[config.mk]
export PLATFORM = sky130hd
export DESIGN_NAME = assb_alarm_bank
export DESIGN_NICKNAME = d
export VERILOG_FILES = /design/src/assb_pkg.sv /design/src/assb_sync.sv /design/src/assb_alarm_bank.sv
export VERILOG_INCLUDE_DIRS = /design/src
export SDC_FILE = /design/constraint.sdc
export NUM_CORES = 1
export LEC_CHECK = 0
export BUFFER_PORTS_ARGS = -buffer_cell sky130_fd_sc_hd__buf_2
export CAP_MARGIN = 0
export CORE_MARGIN = 2
export CORE_UTILIZATION = 30
export DETAILED_ROUTE_END_ITERATION = 7
export RECOVER_POWER = 25
export SLEW_MARGIN = 0
export SYNTH_ARGS = -nofsm -noshare
export SYNTH_HDL_FRONTEND = slang
export SYNTH_SLANG_ARGS = --single-unit
[constraint.sdc]
create_clock -name ref_clk -period 1.3 [get_ports ref_clk]
set_input_delay 0.26 -clock ref_clk [delete_from_list [all_inputs] [get_ports ref_clk]]
set_output_delay 0.26 -clock ref_clk [all_outputs]
set_load 0.005 [all_outputs]
[src/assb_consts.svh]
// constants for the alarm sticky status bank
`ifndef ASSB_CONSTS_SVH
`define ASSB_CONSTS_SVH

`define ASSB_ADDR_W 16
`define ASSB_ADDR_ALARM_ENABLE 16'h00C7
`define ASSB_ADDR_ALARM_STICKY 16'h0200
`define ASSB_ADDR_RSVD_A 16'h0201
`define ASSB_ADDR_RSVD_B 16'h0202
`define ASSB_ADDR_RSVD_C 16'h0203
`define ASSB_ADDR_PHASE_ADJUST_BUSY_FLAGS 16'h0204
`define ASSB_BIT_REF0_LOS 0
`define ASSB_BIT_REF1_LOS 1
`define ASSB_BIT_HOLDOVER 4
`define ASSB_BIT_LOCK_LOSS 6
`define ASSB_STICKY_MASK 8'h53
`define ASSB_STICKY_RESET 8'h00
`define ASSB_ENABLE_RESET 8'h00
`define ASSB_OUTPUTS 8

`endif

[src/assb_pkg.sv]
// types for the alarm sticky status bank
package assb_pkg;
    typedef logic [7:0] assb_byte_t;
endpackage : assb_pkg

[src/assb_sync.sv]
// three-flop synchroniser with agreement filter for one bit
`timescale 1ns/1ns
`default_nettype none
module assb_sync
    import assb_pkg::*;
(
    input wire logic ref_clk, // device clock
    input wire logic reset_n, // async reset, active low
    input wire logic async_in, // level from outside the domain
    output logic sync_out // filtered level
);
    typedef struct packed {
        logic [2:0] stage;
        logic level;
    } assb_sync_state_t;

    assb_sync_state_t state_q;
    assb_sync_state_t state_d;

    always_comb begin
        state_d = state_q;
        state_d.stage = {state_q.stage[1:0], async_in};
        // change counts only once second and third flops agree
        if (state_q.stage[1] == state_q.stage[2]) begin
            state_d.level = state_q.stage[1];
        end
    end

    always_ff @(posedge ref_clk or negedge reset_n) begin
        if (!reset_n) begin
            state_q <= '0;
        end else begin
            state_q <= state_d;
        end
    end

    assign sync_out = state_q.level;
endmodule : assb_sync
`default_nettype wire

[src/assb_alarm_bank.sv]
// sticky alarm status bank with enable register and busy flag readback
`include "assb_consts.svh"
`timescale 1ns/1ns
`default_nettype none
// How it works
// - any alarm event sets its sticky bit
// - sticky bit holds after alarm ends
// - only host write-one or reset clears a bit
// - bit 6 at 0200 latches lock loss
// - bit 4 at 0200 latches holdover
// - bits 0,1 latch reference 0,1 signal loss
// - byte 0204 shows per-output adjust busy
// - enable bits at 00C7 gate interrupt
module assb_alarm_bank
    import assb_pkg::*;
#(
    parameter int OUTPUTS = `ASSB_OUTPUTS
) (
    input wire logic ref_clk, // 25 MHz device clock
    input wire logic reset_n, // async reset, active low
    input wire logic [`ASSB_ADDR_W-1:0] reg_addr, // management port register address
    input wire logic reg_wr, // one-cycle write strobe
    input wire logic reg_rd, // one-cycle read strobe
    input wire logic [7:0] reg_wdata, // write data
    output logic [7:0] reg_rdata, // read data, valid cycle after reg_rd
    input wire logic lock_loss_alarm, // lock-loss alarm level, same clock
    input wire logic holdover_alarm, // holdover alarm level, same clock
    input wire logic ref0_los_alarm, // reference 0 signal-loss level, pin
    input wire logic ref1_los_alarm, // reference 1 signal-loss level, pin
    input wire logic [OUTPUTS-1:0] phase_adjust_active, // per-output busy
    output logic irq_out_n // interrupt, active low
);
    typedef struct packed {
        assb_byte_t sticky;
        assb_byte_t irq_allow;
        assb_byte_t rdata;
        logic irq_n;
    } assb_bank_state_t;

    assb_bank_state_t state_q;
    assb_bank_state_t state_d;
    logic ref0_los_sync;
    logic ref1_los_sync;
    assb_byte_t event_vec;
    assb_byte_t busy_vec;

    ////////////////////////////////////////////////////////////////////////
    // pin-level alarms are brought into the clock domain

    assb_sync u_ref0_sync (
        .ref_clk(ref_clk),
        .reset_n(reset_n),
        .async_in(ref0_los_alarm),
        .sync_out(ref0_los_sync)
    );

    assb_sync u_ref1_sync (
        .ref_clk(ref_clk),
        .reset_n(reset_n),
        .async_in(ref1_los_alarm),
        .sync_out(ref1_los_sync)
    );

    ////////////////////////////////////////////////////////////////////////
    // event vector and busy vector

    always_comb begin
        event_vec = 8'h00;
        event_vec[`ASSB_BIT_LOCK_LOSS] = lock_loss_alarm;
        event_vec[`ASSB_BIT_HOLDOVER] = holdover_alarm;
        event_vec[`ASSB_BIT_REF0_LOS] = ref0_los_sync;
        event_vec[`ASSB_BIT_REF1_LOS] = ref1_los_sync;
    end

    genvar gi;
    generate
        for (gi = 0; gi < 8; gi++) begin : g_busy
            if (gi < OUTPUTS) begin : g_on
                assign busy_vec[gi] = phase_adjust_active[gi];
            end else begin : g_off
                assign busy_vec[gi] = 1'b0;
            end
        end
    endgenerate

    ////////////////////////////////////////////////////////////////////////
    // register file, sticky bits and interrupt

    always_comb begin
        state_d = state_q;
        // sticky write-one-clear, zeros ignored, event wins on a tie
        if (reg_wr && reg_addr == `ASSB_ADDR_ALARM_STICKY) begin
            state_d.sticky = state_q.sticky & ~(reg_wdata & `ASSB_STICKY_MASK);
        end
        state_d.sticky = state_d.sticky | event_vec;
        if (reg_wr && reg_addr == `ASSB_ADDR_ALARM_ENABLE) begin
            state_d.irq_allow = reg_wdata & `ASSB_STICKY_MASK;
        end
        if (reg_rd) begin
            case (reg_addr)
                `ASSB_ADDR_ALARM_STICKY: state_d.rdata = state_q.sticky;
                `ASSB_ADDR_ALARM_ENABLE: state_d.rdata = state_q.irq_allow;
                `ASSB_ADDR_PHASE_ADJUST_BUSY_FLAGS: state_d.rdata = busy_vec;
                default: state_d.rdata = 8'h00;
            endcase
        end
        state_d.irq_n = ~|(state_d.sticky & state_d.irq_allow);
    end

    always_ff @(posedge ref_clk or negedge reset_n) begin
        if (!reset_n) begin
            state_q.sticky <= `ASSB_STICKY_RESET;
            state_q.irq_allow <= `ASSB_ENABLE_RESET;
            state_q.rdata <= 8'h00;
            state_q.irq_n <= 1'b1;
        end else begin
            state_q <= state_d;
        end
    end

    assign reg_rdata = state_q.rdata;
    assign irq_out_n = state_q.irq_n;
endmodule : assb_alarm_bank
`default_nettype wire

==> results.md <==
* Status: finished with violations
* Violated checks: setup timing
* Net count, final at ~210
* Worst Hold Endpoint: u_ref1_sync.state_d[2]
* Die Height at about 67 um
* Reg2reg start: u_ref1_sync.sync_out
* Sequential share of the synthesized area at between 50% and 60%
* Wire length per cell at 13.0 um
* CP peak stage delay at 380 ps
* Vias per inst at between 4 and 5
* DR iter-0 viols at 35
* Final Cycle Share at 118%
* DR pass1 iterations at 4
* Worst Reg-to-Reg Cells at 4
* Row count at 22
* Compound-cell area share of the yosys netlist at about 17%
* Clk_lat worst skew at 270 ps
* GPL Wtd Cong at approximately 0.8
* Net Count, Synth at between 100 and 150
* PwrDens at ~850 nW/um2
* Total Wirelength at 2810 um
* DRC violations left at 0
* Final setup violation count at 7
* Via count at ~1100
* Final hold violation count at 0
* Initial core utilization at between 30% and 40%
* Ys Warns at 0
* Startpoint types: input pin
* Power, Total at around 0.0014 W
* Crit Path Class: input pin to register
* Reg clk slew, reported paths at about 90 ps
* Num CTS Buffers at 3
* Area of the multi-input gates at around 530 um2
* Worst-path cell chain: buf_6 > nor4_4 > nand3_4 > o32a_1 > a21boi_1 > a2111oi_2
* Mux cell area share after synthesis at 0%
* Synth Area in Simple Gates at between 20% and 30%
* Rel. slew slack at roughly 60%
* Post-Place Worst Slack at -577 ps
* Reg area at around 630 um2
* CP arrival at 1700 ps
* Crit. End Element: register
* Worst slew pin tran at 601 ps
* WP data required at about 1500 ps
* HPWL after DPL at between 2000 and 2500 um
* Mapped cell area at 1190 um2
* Vias in the first global route at 1120
* Setup TNS at -666 ps
* Distinct cells, synth at 28
* Hold Path Depth at 1
* R2R setup slack at -60 ps
* Filler Cell Count at approximately 380
* RSZ-0062 raised after global routing: true
* Met2 wire length at about 1400 um
* Peak supply drop at approximately 1100 uV
* Leak at 0.770 nW
* ANT cells at 0
* Yosys reg bits at 25
* Adder-Cell Fraction of Synth Area at roughly 1.7%
* Hold path start: ref1_los_alarm
* Die area at roughly 4500 um2
* CTS Buffer Depth at 2
* Placed cells at 210
* Avg Cell Area, Syn at 11.0 um2
* Clk sinks at 25
* Wl on met1 at roughly 1200 um
* Total GRT Usage at 14.0%
* Grt ovf at 0
* Min setup slack post-route at -231 ps
* Final core utilization at a little under half
* Core footprint at approximately 3700 um2
* Number of routed nets with antenna violations at 0
* Max cap viols at 0
* # IOs at 49
* H-tree depth at 1
* WL met3 at roughly 180 um
* Area Growth Syn to Fin at 42.5%
* Crit-path max FO at 5
* Fmax at 653 MHz
* Slew Viols, Final at 0
* R2R Path End: irq_out_n
* Clk_skew at approximately 1.4 ps
* Slowest CP cell: nor4_4
* Tmin final at ~1500 ps
* Share of cells above drive strength 1 at between 50 and 60%
* Root buf cell: clkbuf_8
* First-pass GRT wire length at 4790 um
* Mapped Cells at ~110
* Die W at 66.9 um
* I/O Buffers at 44
* Synth Area in XOR/XNOR at 0%
* Top sig layer: met4
* Pin count of the biggest net entering global routing at 26
* Hold Crit Class: input pin to register
* Largest family of logic cells by synthesized area: simple AND/OR/NAND/NOR gates
* Final cell count without fillers at about 220
* TritonCTS clock tree: yes
* Initial antenna violation count at 0
==> stage by stage <==
| step | cell area (um2) | hold WS, ps |
|---|---|---|
| after CTS | 1660 | 81.8 |
| final | 1690 | 89.0 |
| after floorplan | 1190 | -35.6 |
| after global routing | 1690 | 76.4 |
| after detailed placement | 1550 | 273 |
| after global placement | 1550 | 271 |
==> flip-flops by register name, summed over array words and instances (netlist names) <==
signal	cells
reg_rdata	8
state_q	8
u_ref0_sync.state_d	2
u_ref1_sync.state_d	2
irq_out_n	1
u_ref0_sync.state_q	1
u_ref0_sync.sync_out	1
u_ref1_sync.state_q	1
u_ref1_sync.sync_out	1
==> cell usage after synthesis <==
library cell	count	share of area [%]
or3b_2	1	0.74
nor3_1	1	0.42
nor3b_1	1	0.63
o21ai_0	12	5.1
dfstp_2	1	2.2
dfrtp_1	24	51
and4b_1	1	0.84
o32a_1	4	3.4
clkbuf_1	1	0.32
nand3_1	4	1.7
nand3_4	1	1.5
nor4bb_1	1	0.84
nor4_1	1	0.53
a32oi_1	1	0.74
inv_1	5	1.6
nand2_1	10	3.2
nor2b_1	5	2.6
nor2_1	3	0.95
a21boi_1	3	1.9
a2111oi_2	1	1.3
nand4_1	2	1.1
a21oi_1	4	1.7
buf_4	8	5.1
nor4_4	2	3.6
maj3_1	2	1.7
and4_2	1	0.84
a22oi_1	4	2.5
nand3b_1	4	2.5
==> critical path, delay by kind of cell <==
family                 cells  cell delay, ps
buffers and inverters      1             100
AND/OR/NAND/NOR            2             540
AO/OA/AOI/OAI              3             810
==> cell usage in the layout, fill, tap and decap left out, types with 4 or more instances in the layout <==
cell,instances
buf_2,40
dfrtp_1,24
buf_4,18
nand2_1,9
inv_1,5
o21ai_1,5
nor2b_1,5
buf_6,5
o21ai_2,4
nand3_1,4
nand3b_1,4
o32a_1,4
a21oi_1,4
==> where the power goes <==
part	switching, W	internal [W]	total (W)
Sequential	0.00000660	0.000793	0.000799
Combinational	0.0000766	0.0000919	0.000168
Clock	0.000254	0.000217	0.000472
==> repair_timing <==
item | CTS | global route
pin swaps | 6 | 5
setup buffers | 1 | 1
resized for setup | 14 | 12
setup endpoints to repair | 7 | 11
hold endpoints to repair | 24 | 0
hold buffers | 1 | 0
==> cell families (layout without fill, tap and decap cells) <==
| group | count (synthesis) | in the layout |
|---|---|---|
| AOI/OAI and AO/OA | 29 | 29 |
| and+or+nand+nor | 38 | 38 |
| adders and majority gates | 2 | 2 |
| DFF | 25 | 25 |
| buffers and inverters | 14 | 74 |
==> area by class of cell <==
| class | instances | area share [%] |
|---|---|---|
| well taps | 48 | 3.55 |
| repair buffers | 65 | 24.1 |
| inverters | 5 | 1.11 |
| multi-input cells | 69 | 31.3 |
| clock inverters | 1 | 0.444 |
| flip-flops and latches | 25 | 37.1 |
| clock buffers | 3 | 2.44 |
==> routing by layer <==
layer	vias up	global-route usage (%)
met1	521	17.3
met3	2	3.55
li1	511	-
met5	-	0
met2	34	25.3
met4	0	1.53
==> worst max path at each step <==
stage	start	endpoint	slack, ps
5_1_grt	reg_addr[3]	irq_out_n	-320
4_1_cts	reg_addr[3]	irq_out_n	-230
6_report	reg_addr[3]	irq_out_n	-230
3_5_place_dp	reg_addr[12]	irq_out_n	-580
3_3_place_gp	reg_addr[12]	irq_out_n	-500
2_1_floorplan	reg_addr[13]	irq_out_n	-300
Power figures use the tool's default switching activity.
